[config.mk]
export PLATFORM = sky130hd
export DESIGN_NAME = urx_top
export DESIGN_NICKNAME = d
export VERILOG_FILES = /design/src/logic/urx_pkg.sv /design/src/logic/urx_top.sv
export SDC_FILE = /design/constraint.sdc
export NUM_CORES = 1
export LEC_CHECK = 0
export BUFFER_PORTS_ARGS = -buffer_cell sky130_fd_sc_hd__buf_2
export CAP_MARGIN = 20
export CORE_MARGIN = 2
export CORE_UTILIZATION = 67
export DETAILED_ROUTE_END_ITERATION = 16
export PLACE_DENSITY = 0.85
export SLEW_MARGIN = 20
export SYNTH_ARGS = -nofsm -noshare
export SYNTH_HDL_FRONTEND = slang
export SYNTH_SLANG_ARGS = --single-unit
export TNS_END_PERCENT = 50
[constraint.sdc]
create_clock -name core_clk_in -period 5.3 [get_ports core_clk_in]
set_input_delay 0.795 -clock core_clk_in [delete_from_list [all_inputs] [get_ports core_clk_in]]
set_output_delay 0.795 -clock core_clk_in [all_outputs]
set_load 0.01 [all_outputs]
[src/logic/urx_pkg.sv]
/*
 * urx_pkg: constants shared by the receive, timeout and error interrupt block.
 * assumes a 7-bit byte address on the register bus, one 32-bit word per register.
 */
package urx_pkg;
	// ************************************************************
	// register byte offsets
	// ************************************************************
	localparam logic [6:0] OFF_DATA = 7'h00; // data port
	localparam logic [6:0] OFF_ERR = 7'h04; // error status / error clear
	localparam logic [6:0] OFF_IDLE = 7'h0C; // receive idle period
	localparam logic [6:0] OFF_FLAG = 7'h18; // flag status
	localparam logic [6:0] OFF_RXLC = 7'h1C; // receive line control
	localparam logic [6:0] OFF_BAUD_DIVISOR_INTEGER = 7'h24; // integer divisor
	localparam logic [6:0] OFF_BAUD_DIVISOR_FRACTION = 7'h28; // fractional divisor
	localparam logic [6:0] OFF_TXLC = 7'h2C; // transmit line control
	localparam logic [6:0] OFF_CTRL = 7'h30; // main control
	localparam logic [6:0] OFF_FIFO_LEVEL_SELECT = 7'h34; // fifo level select
	localparam logic [6:0] OFF_IMSK = 7'h38; // interrupt mask
	localparam logic [6:0] OFF_RAW = 7'h3C; // raw interrupt status
	localparam logic [6:0] OFF_MSKD = 7'h40; // masked interrupt status
	localparam logic [6:0] OFF_ICLR = 7'h44; // interrupt clear
	localparam logic [6:0] OFF_DMA = 7'h48; // dma control
	localparam logic [6:0] OFF_SWFC = 7'h50; // soft flow control
	localparam logic [6:0] OFF_RES1 = 7'h54; // resume char 1
	localparam logic [6:0] OFF_RES2 = 7'h58; // resume char 2
	localparam logic [6:0] OFF_PAU1 = 7'h5C; // pause char 1
	localparam logic [6:0] OFF_PAU2 = 7'h60; // pause char 2
	// ************************************************************
	// reset values
	// ************************************************************
	localparam logic [21:0] IDLE_RST = 22'h0001FF; // idle period
	localparam logic [31:0] FLAG_RST = 32'h00001E90; // flag status
	localparam logic [31:0] CTRL_RST = 32'h00040300; // main control
	localparam logic [31:0] FIFO_LEVEL_SELECT_RST = 32'h00000012; // level select
	// ************************************************************
	// field positions
	// ************************************************************
	localparam int CTRL_EN = 0; // uart enable
	localparam int CTRL_RXE = 9; // receive enable
	localparam int LC_PEN = 1; // parity enable
	localparam int LC_EPS = 2; // even parity select
	localparam int LC_FEN = 4; // fifo enable
	localparam int LC_WLEN = 5; // word length, two bits
	localparam int LC_SPS = 7; // stick parity
	localparam int FLAG_RXFE = 4; // receive fifo empty
	localparam int FLAG_RXFF = 6; // receive fifo full
	localparam int IRQ_RT = 6; // receive timeout
	localparam int IRQ_FE = 7; // framing error
	localparam int IRQ_PE = 8; // parity error
	localparam int IRQ_BE = 9; // break error
	localparam int IRQ_OE = 10; // overrun error
	localparam logic [10:0] IRQ_IMPL = 11'h7C0; // implemented raw bits
	// ************************************************************
	// sizes and timing
	// ************************************************************
	localparam int FIFO_DEPTH = 32; // receive fifo entries
	localparam int FIFO_AW = 5; // fifo pointer width
	localparam logic [3:0] OVSP_MID = 4'h7; // start bit check tick
	localparam logic [3:0] OVSP_LAST = 4'hF; // last tick of a bit
	// receiver states, one-hot
	typedef enum logic [5:0] {
		RX_IDLE = 6'b000001,
		RX_START = 6'b000010,
		RX_DATA = 6'b000100,
		RX_PAR = 6'b001000,
		RX_STOP = 6'b010000,
		RX_BRK = 6'b100000
	} urx_state_t;
endpackage

[src/logic/urx_top.sv]
/*
 * urx_top: uart receiver with fifo, receive timeout and error interrupts,
 * and the full register map as an avalon-mm slave.
 * assumes rx_in is asynchronous to core_clk_in and that an outside
 * transmitter takes characters from tx_push_out.
 */
`timescale 1ns/1ps
module urx_top
	import urx_pkg::*;
(
	input wire logic core_clk_in, // 250 MHz core clock
	input wire logic rst_n_in, // async reset, active low
	input wire logic [6:0] avs_address_in, // byte address
	input wire logic avs_read_in, // read request
	input wire logic avs_write_in, // write request
	input wire logic [31:0] avs_writedata_in, // write data
	output logic [31:0] avs_readdata_out, // read data
	output logic avs_waitrequest_out, // stall
	input wire logic rx_in, // serial receive pin
	output logic [7:0] tx_data_out, // character to transmit
	output logic tx_push_out, // one-cycle transmit push
	output logic irq_out // shared interrupt
);
	// ************************************************************
	// bus slave
	// ************************************************************
	logic busy_q; // second cycle of an access
	logic req; // any request
	logic acc; // completing edge
	logic cap; // read capture edge
	logic [4:0] widx; // word index
	logic [31:0] rdmux; // read value
	assign req = avs_read_in | avs_write_in;
	assign acc = req & busy_q;
	assign cap = avs_read_in & ~busy_q;
	assign widx = avs_address_in[6:2];
	// one wait state: low in the second cycle of every access
	assign avs_waitrequest_out = req & ~busy_q;

	// wait-state toggle
	always_ff @(posedge core_clk_in or negedge rst_n_in)
	begin
		if (!rst_n_in)
			busy_q <= 1'b0;
		else
			busy_q <= req & ~busy_q;
	end

	// decoded write strobes, only on the completing edge
	function automatic logic hit(input logic [4:0] w, input logic [6:0] off);
		hit = (w == off[6:2]);
	endfunction
	logic wr_data, wr_err, wr_iclr; // side-effect writes
	assign wr_data = acc & avs_write_in & hit(widx, OFF_DATA);
	assign wr_err = acc & avs_write_in & hit(widx, OFF_ERR);
	assign wr_iclr = acc & avs_write_in & hit(widx, OFF_ICLR);

	// ************************************************************
	// configuration registers
	// ************************************************************
	logic [21:0] idle_period; // receive idle period
	logic [7:0] rx_lc; // receive line control
	logic [15:0] baud_divisor_integer; // integer divisor
	logic [5:0] baud_divisor_fraction; // fractional divisor, stored only
	logic [7:0] tx_lc; // transmit line control, stored only
	logic [31:0] ctrl; // main control
	logic [31:0] fifo_level_select; // level select, stored only
	logic [10:0] imask; // interrupt mask
	logic [2:0] dmac; // dma control, stored only
	logic [6:0] swfc; // soft flow control, stored only
	logic [7:0] fc_char [4]; // resume 1, resume 2, pause 1, pause 2

	// plain read-write storage
	always_ff @(posedge core_clk_in or negedge rst_n_in)
	begin
		if (!rst_n_in)
		begin
			idle_period <= IDLE_RST;
			rx_lc <= 8'h00;
			baud_divisor_integer <= 16'h0000;
			baud_divisor_fraction <= 6'h00;
			tx_lc <= 8'h00;
			ctrl <= CTRL_RST;
			fifo_level_select <= FIFO_LEVEL_SELECT_RST;
			imask <= 11'h000;
			dmac <= 3'h0;
			swfc <= 7'h00;
			for (int i = 0; i < 4; i++)
				fc_char[i] <= 8'h00;
		end
		else if (acc && avs_write_in)
		begin
			case (1'b1)
				hit(widx, OFF_IDLE): idle_period <= avs_writedata_in[21:0];
				hit(widx, OFF_RXLC): rx_lc <= avs_writedata_in[7:0];
				hit(widx, OFF_BAUD_DIVISOR_INTEGER): baud_divisor_integer <= avs_writedata_in[15:0];
				hit(widx, OFF_BAUD_DIVISOR_FRACTION): baud_divisor_fraction <= avs_writedata_in[5:0];
				hit(widx, OFF_TXLC): tx_lc <= avs_writedata_in[7:0];
				hit(widx, OFF_CTRL): ctrl <= avs_writedata_in;
				hit(widx, OFF_FIFO_LEVEL_SELECT): fifo_level_select <= avs_writedata_in;
				hit(widx, OFF_IMSK): imask <= avs_writedata_in[10:0];
				hit(widx, OFF_DMA): dmac <= avs_writedata_in[2:0];
				hit(widx, OFF_SWFC): swfc <= avs_writedata_in[6:0];
				hit(widx, OFF_RES1): fc_char[0] <= avs_writedata_in[7:0];
				hit(widx, OFF_RES2): fc_char[1] <= avs_writedata_in[7:0];
				hit(widx, OFF_PAU1): fc_char[2] <= avs_writedata_in[7:0];
				hit(widx, OFF_PAU2): fc_char[3] <= avs_writedata_in[7:0];
				default: ; // unmapped or side-effect only
			endcase
		end
	end

	// transmit queue hand-off
	always_ff @(posedge core_clk_in or negedge rst_n_in)
	begin
		if (!rst_n_in)
		begin
			tx_data_out <= 8'h00;
			tx_push_out <= 1'b0;
		end
		else
		begin
			tx_push_out <= wr_data;
			if (wr_data)
				tx_data_out <= avs_writedata_in[7:0];
		end
	end

	// ************************************************************
	// sampling tick and pin synchroniser
	// ************************************************************
	logic rx_m, rx_s; // two-flop synchroniser
	logic [15:0] div_cnt; // divisor counter
	logic tick; // 16x oversampling enable
	logic rx_en; // receiver running
	assign rx_en = ctrl[CTRL_EN] & ctrl[CTRL_RXE];
	// a zero divisor would stall the receiver, so it acts as one
	assign tick = (div_cnt + 16'h0001 >= ((baud_divisor_integer == 16'h0000) ? 16'h0001 : baud_divisor_integer));

	// pin synchroniser, reset to line idle
	always_ff @(posedge core_clk_in or negedge rst_n_in)
	begin
		if (!rst_n_in)
		begin
			rx_m <= 1'b1;
			rx_s <= 1'b1;
		end
		else
		begin
			rx_m <= rx_in;
			rx_s <= rx_m;
		end
	end

	// divisor counter; the fractional part is not applied
	always_ff @(posedge core_clk_in or negedge rst_n_in)
	begin
		if (!rst_n_in)
			div_cnt <= 16'h0000;
		else if (tick)
			div_cnt <= 16'h0000;
		else
			div_cnt <= div_cnt + 16'h0001;
	end

	// ************************************************************
	// receive state machine
	// ************************************************************
	urx_state_t rx_st; // receiver state
	logic [3:0] samp; // ticks within a bit
	logic [2:0] bit_n; // data bit index
	logic [7:0] shreg; // receive shift register
	logic par_bit; // received parity bit
	logic rx_done; // character complete, one cycle
	logic [10:0] rx_word; // {break, parity, framing, data}
	logic [2:0] last_bit; // index of last data bit
	logic par_bad; // parity mismatch
	logic is_fe, is_brk; // stop bit checks
	assign last_bit = 3'h4 + {1'b0, rx_lc[LC_WLEN+1:LC_WLEN]};
	// parity per enable, even and stick bits
	assign par_bad = rx_lc[LC_PEN] & ((rx_lc[LC_SPS] ? par_bit : (^shreg ^ par_bit))
		!= ~rx_lc[LC_EPS]);
	assign is_fe = ~rx_s;
	// whole word low is a break
	assign is_brk = ~rx_s & (shreg == 8'h00) & ~(rx_lc[LC_PEN] & par_bit);

	// serial framing, bits sampled mid-bit at 16x
	always_ff @(posedge core_clk_in or negedge rst_n_in)
	begin
		if (!rst_n_in)
		begin
			rx_st <= RX_IDLE;
			samp <= 4'h0;
			bit_n <= 3'h0;
			shreg <= 8'h00;
			par_bit <= 1'b0;
			rx_done <= 1'b0;
			rx_word <= 11'h000;
		end
		else
		begin
			rx_done <= 1'b0;
			if (tick)
				samp <= samp + 4'h1;
			case (rx_st)
				RX_IDLE:
				begin
					samp <= 4'h0;
					if (tick && rx_en && !rx_s)
						rx_st <= RX_START;
				end
				RX_START:
					if (tick && samp == OVSP_MID)
					begin
						samp <= 4'h0;
						bit_n <= 3'h0;
						shreg <= 8'h00;
						par_bit <= 1'b0;
						rx_st <= rx_s ? RX_IDLE : RX_DATA;
					end
				RX_DATA:
					if (tick && samp == OVSP_LAST)
					begin
						shreg[bit_n] <= rx_s;
						bit_n <= bit_n + 3'h1;
						if (bit_n == last_bit)
							rx_st <= rx_lc[LC_PEN] ? RX_PAR : RX_STOP;
					end
				RX_PAR:
					if (tick && samp == OVSP_LAST)
					begin
						par_bit <= rx_s;
						rx_st <= RX_STOP;
					end
				RX_STOP:
					if (tick && samp == OVSP_LAST)
					begin
						rx_done <= 1'b1;
						if (is_brk)
						begin
							rx_word <= {1'b1, 2'b00, 8'h00};
							rx_st <= RX_BRK;
						end
						else
						begin
							rx_word <= {1'b0, par_bad, is_fe, shreg};
							rx_st <= RX_IDLE;
						end
					end
				RX_BRK:
					if (rx_s)
						rx_st <= RX_IDLE;
				default:
					rx_st <= RX_IDLE;
			endcase
		end
	end

	// ************************************************************
	// receive fifo
	// ************************************************************
	logic [10:0] fifo_mem [FIFO_DEPTH]; // characters with flags
	logic [FIFO_AW-1:0] wr_ptr, rd_ptr; // pointers
	logic [FIFO_AW:0] fill; // entries held
	logic [FIFO_AW:0] lim; // depth in use
	logic empty, full, push, pop, ovr; // fifo events
	logic oe_data; // data port overrun bit
	assign lim = rx_lc[LC_FEN] ? (FIFO_AW+1)'(FIFO_DEPTH) : (FIFO_AW+1)'(1);
	assign empty = (fill == '0);
	assign full = (fill >= lim);
	// a full fifo is never written
	assign push = rx_done & ~full;
	assign ovr = rx_done & full;
	assign pop = cap & hit(widx, OFF_DATA) & ~empty;

	always_ff @(posedge core_clk_in)
	begin
		if (push)
			fifo_mem[wr_ptr] <= rx_word;
	end

	// pointers and fill level
	always_ff @(posedge core_clk_in or negedge rst_n_in)
	begin
		if (!rst_n_in)
		begin
			wr_ptr <= '0;
			rd_ptr <= '0;
			fill <= '0;
		end
		else
		begin
			if (push)
				wr_ptr <= wr_ptr + 1'b1;
			if (pop)
				rd_ptr <= rd_ptr + 1'b1;
			fill <= fill + (FIFO_AW+1)'(push) - (FIFO_AW+1)'(pop);
		end
	end

	// overrun bit of the data port
	always_ff @(posedge core_clk_in or negedge rst_n_in)
	begin
		if (!rst_n_in)
			oe_data <= 1'b0;
		// set on overrun, cleared by next store
		else if (ovr)
			oe_data <= 1'b1;
		else if (push)
			oe_data <= 1'b0;
	end

	// ************************************************************
	// error status and interrupts
	// ************************************************************
	logic [3:0] err_stat; // overrun, break, parity, framing
	logic [10:0] raw; // raw interrupt status
	logic [10:0] masked; // masked interrupt status
	logic [21:0] idle_cnt; // idle ticks while data waits
	logic rt_hit; // idle period reached
	// period counts 16x ticks of the divisor
	assign rt_hit = tick & ~empty & (idle_period != 22'h000000)
		& (idle_cnt + 22'h000001 >= idle_period);

	// error status: head flags caught on a data read, overrun sticky
	always_ff @(posedge core_clk_in or negedge rst_n_in)
	begin
		if (!rst_n_in)
			err_stat <= 4'h0;
		else
		begin
			if (wr_err)
				err_stat <= 4'h0;
			if (pop)
				err_stat[2:0] <= {fifo_mem[rd_ptr][10:8]};
			// overrun set wins over a clear in the same cycle
			if (ovr)
				err_stat[3] <= 1'b1;
		end
	end

	// idle counter: restarts on every stored character
	always_ff @(posedge core_clk_in or negedge rst_n_in)
	begin
		if (!rst_n_in)
			idle_cnt <= 22'h000000;
		else if (push || empty || raw[IRQ_RT])
			idle_cnt <= 22'h000000;
		else if (tick)
			idle_cnt <= idle_cnt + 22'h000001;
	end

	// raw status: events set, clears per written bit
	always_ff @(posedge core_clk_in or negedge rst_n_in)
	begin
		if (!rst_n_in)
			raw <= 11'h000;
		else
		begin
			if (wr_iclr)
				raw <= raw & ~(avs_writedata_in[10:0] & IRQ_IMPL);
			if (empty && !push)
				raw[IRQ_RT] <= 1'b0;
			if (rt_hit)
				raw[IRQ_RT] <= 1'b1;
			if (rx_done && rx_word[8])
				raw[IRQ_FE] <= 1'b1;
			if (rx_done && rx_word[9])
				raw[IRQ_PE] <= 1'b1;
			if (rx_done && rx_word[10])
				raw[IRQ_BE] <= 1'b1;
			if (ovr)
				raw[IRQ_OE] <= 1'b1;
		end
	end

	assign masked = raw & imask;
	assign irq_out = |masked;

	// ************************************************************
	// read data
	// ************************************************************
	logic [31:0] flags; // flag status view
	always_comb
	begin
		flags = FLAG_RST;
		flags[FLAG_RXFE] = empty;
		flags[FLAG_RXFF] = full;
	end

	// read multiplexer; unmapped and write-only words read zero
	always_comb
	begin
		rdmux = 32'h00000000;
		case (1'b1)
			hit(widx, OFF_DATA): rdmux = {20'h00000, oe_data, empty ? 11'h000 : fifo_mem[rd_ptr]};
			hit(widx, OFF_ERR): rdmux = {28'h0000000, err_stat};
			hit(widx, OFF_IDLE): rdmux = {10'h000, idle_period};
			hit(widx, OFF_FLAG): rdmux = flags;
			hit(widx, OFF_RXLC): rdmux = {24'h000000, rx_lc};
			hit(widx, OFF_BAUD_DIVISOR_INTEGER): rdmux = {16'h0000, baud_divisor_integer};
			hit(widx, OFF_BAUD_DIVISOR_FRACTION): rdmux = {26'h0000000, baud_divisor_fraction};
			hit(widx, OFF_TXLC): rdmux = {24'h000000, tx_lc};
			hit(widx, OFF_CTRL): rdmux = ctrl;
			hit(widx, OFF_FIFO_LEVEL_SELECT): rdmux = fifo_level_select;
			hit(widx, OFF_IMSK): rdmux = {21'h000000, imask};
			hit(widx, OFF_RAW): rdmux = {21'h000000, raw};
			hit(widx, OFF_MSKD): rdmux = {21'h000000, masked};
			hit(widx, OFF_DMA): rdmux = {29'h00000000, dmac};
			hit(widx, OFF_SWFC): rdmux = {25'h0000000, swfc};
			hit(widx, OFF_RES1): rdmux = {24'h000000, fc_char[0]};
			hit(widx, OFF_RES2): rdmux = {24'h000000, fc_char[1]};
			hit(widx, OFF_PAU1): rdmux = {24'h000000, fc_char[2]};
			hit(widx, OFF_PAU2): rdmux = {24'h000000, fc_char[3]};
			default: rdmux = 32'h00000000;
		endcase
	end

	// read data captured in the first cycle, held through the second
	always_ff @(posedge core_clk_in or negedge rst_n_in)
	begin
		if (!rst_n_in)
			avs_readdata_out <= 32'h00000000;
		else if (cap)
			avs_readdata_out <= rdmux;
	end
endmodule

After elaboration in Yosys (flattened, before gate mapping)
Memory sizes are Yosys's and may differ from the RTL's. Index checks and enable logic that the tools add are counted. W data, S select, Z words.

Bits in registers: 325. RAM bits: 352. Output and inout port bits: 43. Logic and storage cells: 254. Memories kept: 1.

Add/subtract/negate cells: 9. $lt $le $gt $ge: 5. Equal/unequal tests: 36. Multiplexer cells: 69. Bitwise logic cells: 43. Reductions and logical operators: 50.

Memory list: fifo_mem (words 32, width 11, read ports 1, clocked after memory_dff 0, write ports 1, line urx_top.sv:262) `logic [10:0] fifo_mem [FIFO_DEPTH];`.

Operators with widths (number): $mux W32 (10); $mux W11 (6); $mux W8 (8); $mux W6 (9); $mux W22 (2); $eq A5 B5 Y1 const B (8); $pmux W6 S6 (1); $eq A5 B4 Y1 const B (7); $mux W16 (2); $add A22 B1 Y22 const B (1); $and A11 B11 Y11 (2); $ge A22 B22 Y1 (1); $reduce_bool A22 Y1 (1); $reduce_bool A2 Y1 (10); $and A1 B1 Y1 (19); $not A1 Y1 (19); $mux W1 (17); $add A16 B1 Y16 const B (1); $ge A16 B16 Y1 (1); $logic_not A16 Y1 (1); $pmux W8 S2 (1); $reduce_and A15 Y1 (1); $ne A2 B2 Y1 const B (7); $reduce_and A14 Y1 (1); 54 further kinds (76).

Depth between registers and ports, before layout
Gate-level depths: netlist of run 1.

Word-level depth: 20. Depth in mapped cells: 17. Gate-level depth less buffers: 17.

Worst setup path after synthesis of run 1
OpenSTA, ideal clock, no wires.

Kind: input -> register. Start: in avs_address_in[5]. End: reg fill[4]. Arrival: 3.225 ns. Data required time: 5.178 ns. Slack: 1.952 ns. Cell stages on the path: 14. Path buffers: 1. Cell sequence: clkbuf_1 nor3_2 nand4_1 clkinv_1 ha_1 inv_1 ha_1 inv_1 fa_1 inv_1 a21oi_1 nor2_1 nor2_1 xnor2_1.

Longest elaborated chain between the ends: 4.

RTL lines: start, declared (line urx_top.sv:13) `input wire logic [6:0] avs_address_in,`; $logic_not A5 Y1 (line urx_top.sv:51) `hit = (w == off[6:2]);`; $and A1 B1 Y1 (2 in a row) (line urx_top.sv:274) `assign pop = cap & hit(widx, OFF_DATA) & ~empty;`; via pop (line urx_top.sv:266) `logic empty, full, push, pop, ovr;`; $sub A6 B1 Y6 (line urx_top.sv:297) `fill <= fill + (FIFO_AW+1)'(push) - (FIFO_AW+1)'(pop);`; end signal, assigned (line urx_top.sv:297); end, declared (line urx_top.sv:264) `logic [FIFO_AW:0] fill;`.

The timed path passes the listed nets, and every way through them passes these cells. A chain may end at the register's enable or synchronous reset.

Worst setup path in the final report of run 1
Start: reg div_cnt[0]. End: reg rx_st[4].

Longest elaborated chain between the ends: 6.

RTL lines: start, declared (line urx_top.sv:133) `logic [15:0] div_cnt;`; start signal, assigned (line urx_top.sv:163) `div_cnt <= div_cnt + 16'h0001;`; $add A16 B1 Y16 * (line urx_top.sv:138) `assign tick = (div_cnt + 16'h0001 >= ((baud_divisor_integer == 16'h0000) ? 16'h0001 : baud_divisor_integer));`; $ge A16 B16 Y1 * (line urx_top.sv:138); $logic_and A1 B1 Y1 (2 in a row) (line urx_top.sv:209) `if (tick && rx_en && !rx_s)`; $ne A2 B2 Y1 (no line); $reduce_and A7 Y1 (no line) *; end signal, assigned (line urx_top.sv:219) `rx_st <= rx_s ? RX_IDLE : RX_DATA;`; end signal, assigned (line urx_top.sv:227) `rx_st <= rx_lc[LC_PEN] ? RX_PAR : RX_STOP;`; end, declared (line urx_top.sv:169) `urx_state_t rx_st;`.

Mark *: on every way between the ends. The rest lies on a longest branch, timed or not.

==> flow_metrics.env, run 1 <==
export IMPL_grt_overflow=0
export IMPL_status="complete, no violations"
export IMPL_synth_edf_count=352
export IMPL_start_kind="flip-flop"
export IMPL_drv_cap=0
export IMPL_holdBufCountCts=0
export IMPL_syn_avg_cell_area_sq_um=14.09
export IMPL_finalCritPeriodShare_pct=73.58
export IMPL_yosys_area_share_simple_pct=7.825
export IMPL_drc=0
export IMPL_critPathSlowestCell="dfrtp_1"
export IMPL_tritoncts="yes"
export IMPL_crit_required_ns=5.78
export IMPL_clock_latency_ns=0.60
export IMPL_syn_area_sq_um=29570
export IMPL_die_area_sq_um=45820
export IMPL_ys_warn_count=0
export IMPL_cts_buffer_depth=3
export IMPL_hp_class="in -> async"
export IMPL_min_period_ns=3.900
export IMPL_tns_ns=0
export IMPL_crit_type="reg -> reg"
export IMPL_slew_limit_headroom_pct=26.52
export IMPL_p_sw_share_pct=24.75
export IMPL_synthFlopType="edfxtp_1"
export IMPL_grt_pass1_vias=18930
export IMPL_nNetsFinal=2284
export IMPL_grtUsageMet1_pct=44.83
export IMPL_antenna_found_initial=2
export IMPL_initial_core_util_pct=68.18
export IMPL_areaGrowthSynthToFinish_pct=10.83
export IMPL_crit_fanout=7
export IMPL_clock_fmax_mhz=256.4
export IMPL_met2_usage_pct=55.03
export IMPL_cp_arrival_ns=4.38
export IMPL_io_buffers=84
export IMPL_ys_ff_latch=671
export IMPL_placementRows=76
export IMPL_seq_power_share_pct=51.0
export IMPL_grt_met3_usage_pct=6.326
export IMPL_post_cts_buffers=0
export IMPL_cts_reportedPaths_clkPinSlew_ns=0.06
export IMPL_cts_made_buffers=68
export IMPL_ctsResizeCount=0
export IMPL_dr_pass1_iters=5
export IMPL_gp_congestion=0.9373
export IMPL_routed_via_density=6.677
export IMPL_cts_num_sinks=671
export IMPL_reg2reg_depth=13
export IMPL_synthXorXnorAreaFrac_pct=2.251
export IMPL_ff2ff_setup_slack_ns=1.40
export IMPL_avgRoutedWirePerCell_um=26.53
export IMPL_reg2reg_from="div_cnt[0]"
export IMPL_final_util_pct=75.57
export IMPL_internal_power_mw=8.920
export IMPL_totalPowerFinal_mw=11.85
export IMPL_holdWs_ns=0.2890
export IMPL_powerDensity_nw_per_um2=361.8
export IMPL_yosysSeqAreaShare_pct=62.82
export IMPL_report_final_hold_viol_count=0
export IMPL_h_tree_depth=3
export IMPL_r2r_end="rx_st[4]"
export IMPL_synth_cells=2098
export IMPL_leakagePower_nw=11.93
export IMPL_dieHeight_um=214.1
export IMPL_drt_initial_drc_count=2326
export IMPL_routed_via_count=18810
export IMPL_rsz0062_at_grt="no"
export IMPL_drv_slew=0
export IMPL_grt_max_degree=136
export IMPL_fin_area_sq_um=32770
export IMPL_top_usage_layer="met2"
export IMPL_fin_skew_ns=0.02060
export IMPL_drive_gt1_share_pct=23.81
export IMPL_setup_worst_path_start="div_cnt[0]"
export IMPL_detail_route_antenna_nets=0
export IMPL_slowest_delay_ns=0.45
export IMPL_io_pins=87
export IMPL_synth_mux_area_fraction_pct=15.14
export IMPL_core_area_sq_um=43360
export IMPL_grt_pass1_wl_um=115800
export IMPL_dp_hpwl_um=46830
export IMPL_worstMarginPinSlew_ns=1.098
export IMPL_p_comb_share_pct=10.0
export IMPL_cts_root_buf="clkbuf_16"
export IMPL_end_kind="flip-flop"
export IMPL_crit_path_end="rx_st[4]"
export IMPL_track_usage_pct=33.31
export IMPL_syn_nets=2204
export IMPL_place_area_sq_um=30560
export IMPL_irDropWorstVdd_mv=0.3249
export IMPL_synth_fa_ha_area_share_pct=2.649
export IMPL_crit_chain="ha_1, and3_1, nand4_1, nor3b_1, xor2_1, ha_1, a21oi_1, nand2_1, a221oi_1, o21a_1, o32ai_1, nand4_1, mux2_2"
export IMPL_async_reset_ff_share_pct=47.54
export IMPL_wl_um=74740
export IMPL_synth_top_family_by_area="multiplexers"
export IMPL_synth_cell_types=70
export IMPL_p_switching_mw=2.934
export IMPL_synth_compound_area_share_pct=6.890
export IMPL_setup_viol=0
export IMPL_power_share_clock_pct=39.1
export IMPL_die_w_um=214.1
[power groups by stage]
| stage | registers (mW) | logic, mW | clock network [mW] |
|---|---|---|---|
| after floorplan | 5.98 | 0.896 | 0 |
| after global placement | 6.11 | 1.12 | 0 |
| after detailed placement | 6.13 | 1.16 | 0 |
| after CTS | 6.04 | 1.18 | 4.67 |
| after global routing | 6.07 | 1.30 | 4.88 |
| final | 6.04 | 1.18 | 4.63 |
[metal layers]
metal | wire (um) | up-vias | part of all wire [%]
met2 | 37160 | 1058 | 50
li1 | - | 8021 | -
met1 | 28240 | 9517 | 38
met5 | 13 | - | 0.017
met3 | 6314 | 210 | 8.4
met4 | 3014 | 2 | 4.0
[worst max-delay path: cells and delay by family, from the launching register on]
family	cells	cell delay (ns)
simple gates	5	1.00
fa+ha+maj	2	0.51
mux	1	0.35
xor+xnor	1	0.22
flops	1	0.45
compound gates	4	1.25
[worst min-delay path by stage]
stage / slack, ns / from / end
finish: 0.29 / rst_n_in / dmac[1]
global route: 0.27 / rx_in / rx_m
CTS: 0.27 / rx_in / rx_m
detailed placement: 0.36 / rx_m / rx_s
global placement: 0.35 / rx_m / rx_s
floorplan: 0.35 / rx_m / rx_s
[placed cells by master, fill, tap and decap left out, types with 22 or more instances in the layout]
| cell type | n |
|---|---|
| dfrtp_1 | 289 |
| a21oi_1 | 66 |
| nand4_1 | 23 |
| buf_4 | 28 |
| xor2_1 | 37 |
| a22o_1 | 26 |
| mux2i_1 | 22 |
| nand2_1 | 187 |
| mux2_2 | 154 |
| xnor2_1 | 39 |
| clkbuf_16 | 70 |
| ha_1 | 61 |
| edfxtp_1 | 352 |
| buf_2 | 83 |
| mux4_2 | 112 |
| and2_1 | 22 |
| nor2_1 | 124 |
| nand3_1 | 41 |
| o21ai_0 | 105 |
| inv_1 | 74 |
[cell families after synthesis]
logic type / Yosys count
AOI/OAI and AO/OA: 317
xor gates and xnor gates: 76
adders and majority gates: 62
buffers and inverters: 181
DFF: 671
muxes: 288
and+or+nand+nor: 503
[per-stage QoR]
stage               std cells  worst slack [ns]
floorplan                2098             1.953
global placement         2690             1.610
detailed placement       2690             1.483
CTS                      2812             1.410
global route             2815             1.096
finish                   2817             1.400
[cell usage after synthesis (41+ instances only)]
cell	n	area share [%]
edfxtp_1	352	36
dfrtp_1	302	26
nand2_1	187	2.4
mux2_2	154	5.9
nor2_1	138	1.8
mux4_2	112	8.5
o21ai_0	105	1.8
clkbuf_1	77	0.98
inv_1	74	0.94
a21oi_1	66	1.1
ha_1	61	2.6
nand3_1	41	0.69
[flip-flops by register name, indices dropped and copies added, names as in the netlist, 6 cells and up]
name and cells:
fc_char 32, fill 6, ctrl 32, idle_cnt 22, baud_divisor_fraction 6, avs_readdata_out 32, imask 11, baud_divisor_integer 16
rx_st 6, tx_data_out 8, div_cnt 16, swfc 7, shreg 8, fifo_mem 352, rx_lc 8, fifo_level_select 32
idle_period 22, tx_lc 8, rx_word 11
[final cells by class]
class                           count  area [sq um]
Multi-Input combinational cell   1246         10320
Fill cell                        2585         10600
Sequential cell                   671         18600
Clock buffer                       89          1863
Antenna cell                        2         5.005
Tap cell                          585         732.0
Clock inverter                     33         262.8
Timing Repair Buffer              115         700.7
Inverter                           76         285.3
Power figures use the tool's default switching activity.
==> inputs of run 2 (changes only) <==
--- a/config.mk
+++ b/config.mk
@@ -8,9 +8,9 @@
 export BUFFER_PORTS_ARGS = -buffer_cell sky130_fd_sc_hd__buf_2
 export CAP_MARGIN = 20
 export CORE_MARGIN = 2
-export CORE_UTILIZATION = 67
+export CORE_UTILIZATION = 62
 export DETAILED_ROUTE_END_ITERATION = 16
-export PLACE_DENSITY = 0.85
+export PLACE_DENSITY = 0.79
 export SLEW_MARGIN = 20
 export SYNTH_ARGS = -nofsm -noshare
 export SYNTH_HDL_FRONTEND = slang
==> constraint.sdc (replaced) <==
create_clock -name core_clk_in -period 4 [get_ports core_clk_in]
set_input_delay 0.6 -clock core_clk_in [delete_from_list [all_inputs] [get_ports core_clk_in]]
set_output_delay 0.6 -clock core_clk_in [all_outputs]
set_load 0.01 [all_outputs]
==> run 2 against run 1 <==
  * Clock skew increased by 0.0012 ns
  * Critical path type unchanged
  * Highest routed layer unchanged
  * Critical endpoint unchanged
  * Maximum frequency rose by 5.4%
  * Die area grew 7.9%
  * Clock-buffer cell count fell by 4
  * Register-to-register slack got worse by 1.1 ns
==> flow_metrics.env, run 2 (same netlist as run 1, synthesis figures left out) <==
export IMPL_status="complete, no violations"
export IMPL_tritoncts="yes"
export IMPL_p_comb_share_pct=10.3
export IMPL_min_period_ns=3.699
export IMPL_drv_slew=0
export IMPL_avgRoutedWirePerCell_um=25.41
export IMPL_gp_congestion=0.9465
export IMPL_core_area_sq_um=47450
export IMPL_cts_num_sinks=671
export IMPL_drv_cap=0
export IMPL_crit_type="reg -> reg"
export IMPL_drive_gt1_share_pct=25.50
export IMPL_antenna_found_initial=1
export IMPL_largest_reg_flops=352
export IMPL_cts_made_buffers=70
export IMPL_io_buffers=84
export IMPL_crit_required_ns=4.50
export IMPL_antenna_cells=0
export IMPL_dr_pass1_iters=8
export IMPL_grt_overflow=0
export IMPL_routed_via_count=18800
export IMPL_powerDensity_nw_per_um2=486.5
export IMPL_grt_pass1_wl_um=114300
export IMPL_power_share_clock_pct=40.9
export IMPL_die_w_um=222.4
export IMPL_clock_fmax_mhz=270.3
export IMPL_clock_latency_ns=0.62
export IMPL_fin_skew_ns=0.02185
export IMPL_wl_um=73730
export IMPL_io_pins=87
export IMPL_place_area_sq_um=31040
export IMPL_top_register="fifo_mem"
export IMPL_post_cts_buffers=0
export IMPL_worstMarginPinSlew_ns=0.9706
export IMPL_report_final_hold_viol_count=0
export IMPL_die_area_sq_um=49450
export IMPL_holdWs_ns=0.04416
export IMPL_areaGrowthSynthToFinish_pct=12.95
export IMPL_p_sw_share_pct=24.67
export IMPL_final_common_cell="edfxtp_1"
export IMPL_fin_area_sq_um=33390
export IMPL_initial_core_util_pct=62.32
export IMPL_reg2reg_depth=13
export IMPL_placementRows=80
export IMPL_end_kind="flip-flop"
export IMPL_hp_class="in -> async"
export IMPL_dieHeight_um=222.4
export IMPL_dp_hpwl_um=47850
export IMPL_routed_via_density=6.481
export IMPL_track_usage_pct=30.56
export IMPL_ff2ff_setup_slack_ns=0.30
export IMPL_reg2reg_from="div_cnt[0]"
export IMPL_cts_reportedPaths_clkPinSlew_ns=0.06
export IMPL_irDropWorstVdd_mv=0.5008
export IMPL_cts_root_buf="clkbuf_16"
export IMPL_crit_fanout=8
export IMPL_cts_buffer_depth=3
export IMPL_grt_pass1_vias=19060
export IMPL_drc=0
export IMPL_layout_common_cells="edfxtp_1, dfrtp_1, nand2_1"
export IMPL_cp_arrival_ns=4.20
export IMPL_internal_power_mw=12.24
export IMPL_nNetsFinal=2337
export IMPL_slew_limit_headroom_pct=35.30
export IMPL_start_kind="flip-flop"
export IMPL_p_switching_mw=4.008
export IMPL_setup_viol=0
export IMPL_drt_initial_drc_count=2326
export IMPL_totalPowerFinal_mw=16.25
export IMPL_leakagePower_nw=12.32
export IMPL_pre_cts_slack_ns=0.2172
export IMPL_r2r_end="rx_st[4]"
export IMPL_seq_power_share_pct=48.8
export IMPL_detail_route_antenna_nets=0
export IMPL_h_tree_depth=3
export IMPL_worst_slack_ns=0.3007
export IMPL_finalCritPeriodShare_pct=92.48
export IMPL_tns_ns=0
export IMPL_grt_max_degree=118
[run 2: changes by cell type in the layout (fill, tap and decap cells not counted), moves of 2 or more]
cell | before | now
inv_6 | 2 | 5
buf_4 | 28 | 77
inv_16 | 1 | 3
diode_2 | 2 | 0
buf_12 | 3 | 5
nor2_1 | 124 | 134
bufinv_16 | 3 | 8
nor2_2 | 13 | 3
clkbuf_1 | 15 | 10
[run 2: routing by layer]
layer / vias up / GRT usage [%] / wire length, um
met4: 2 / 12.82 / 3257
met5: - / 0 / 13
met3: 222 / 5.766 / 6024
met1: 9546 / 41.77 / 28910
li1: 8100 / - / -
met2: 930 / 48.92 / 35520
[run 2: final cells by class]
class | count | area (sq um)
clock buffer | 85 | 1869
clock inverter | 42 | 462.9
fill | 3088 | 14050
inverter | 76 | 285.3
multi-input combinational | 1246 | 10300
sequential | 671 | 18600
tap | 615 | 769.5
timing repair buffer | 166 | 1109
[run 2: power groups by stage]
| stage | logic, mW | clock network [mW] | registers (mW) |
|---|---|---|---|
| 2_1_floorplan | 1.19 | 0 | 7.92 |
| 3_3_place_gp | 1.61 | 0 | 8.03 |
| 3_5_place_dp | 1.66 | 0 | 8.05 |
| 4_1_cts | 1.68 | 6.72 | 7.92 |
| 5_1_grt | 1.84 | 6.96 | 7.97 |
| 6_report | 1.68 | 6.64 | 7.93 |
[run 2: critical path: stages, from the launching register on]
cell      delay, ns
dfrtp_1        0.42
ha_1           0.21
and3_1         0.22
nand4_1        0.21
nor3b_1        0.29
xor2_1         0.21
ha_1           0.28
a21oi_1        0.16
nand2_1        0.08
a221oi_1       0.43
o21a_2         0.38
o41ai_1        0.16
nand4_1        0.18
mux2_2         0.35
[run 2: what timing repair did]
item,CTS,global route
hold buffers,0,0
setup endpoints to repair,0,8
resized for setup,0,2
[run 2: worst max-delay path by stage]
stage	slack, ns	to	from
3_5_place_dp	0.22	rx_st[4]	div_cnt[0]
5_1_grt	-0.05	idle_cnt[14]	div_cnt[0]
3_3_place_gp	0.38	rx_st[4]	div_cnt[0]
2_1_floorplan	0.80	idle_cnt[14]	div_cnt[0]
4_1_cts	0.19	idle_cnt[14]	div_cnt[0]
6_report	0.30	rx_st[4]	div_cnt[0]
[run 2: metrics by stage]
stage	cells	util, %
6_report	2901	70.38
5_1_grt	2901	70.38
4_1_cts	2901	70.34
3_5_place_dp	2774	65.43
3_3_place_gp	2774	65.43
2_1_floorplan	2098	-
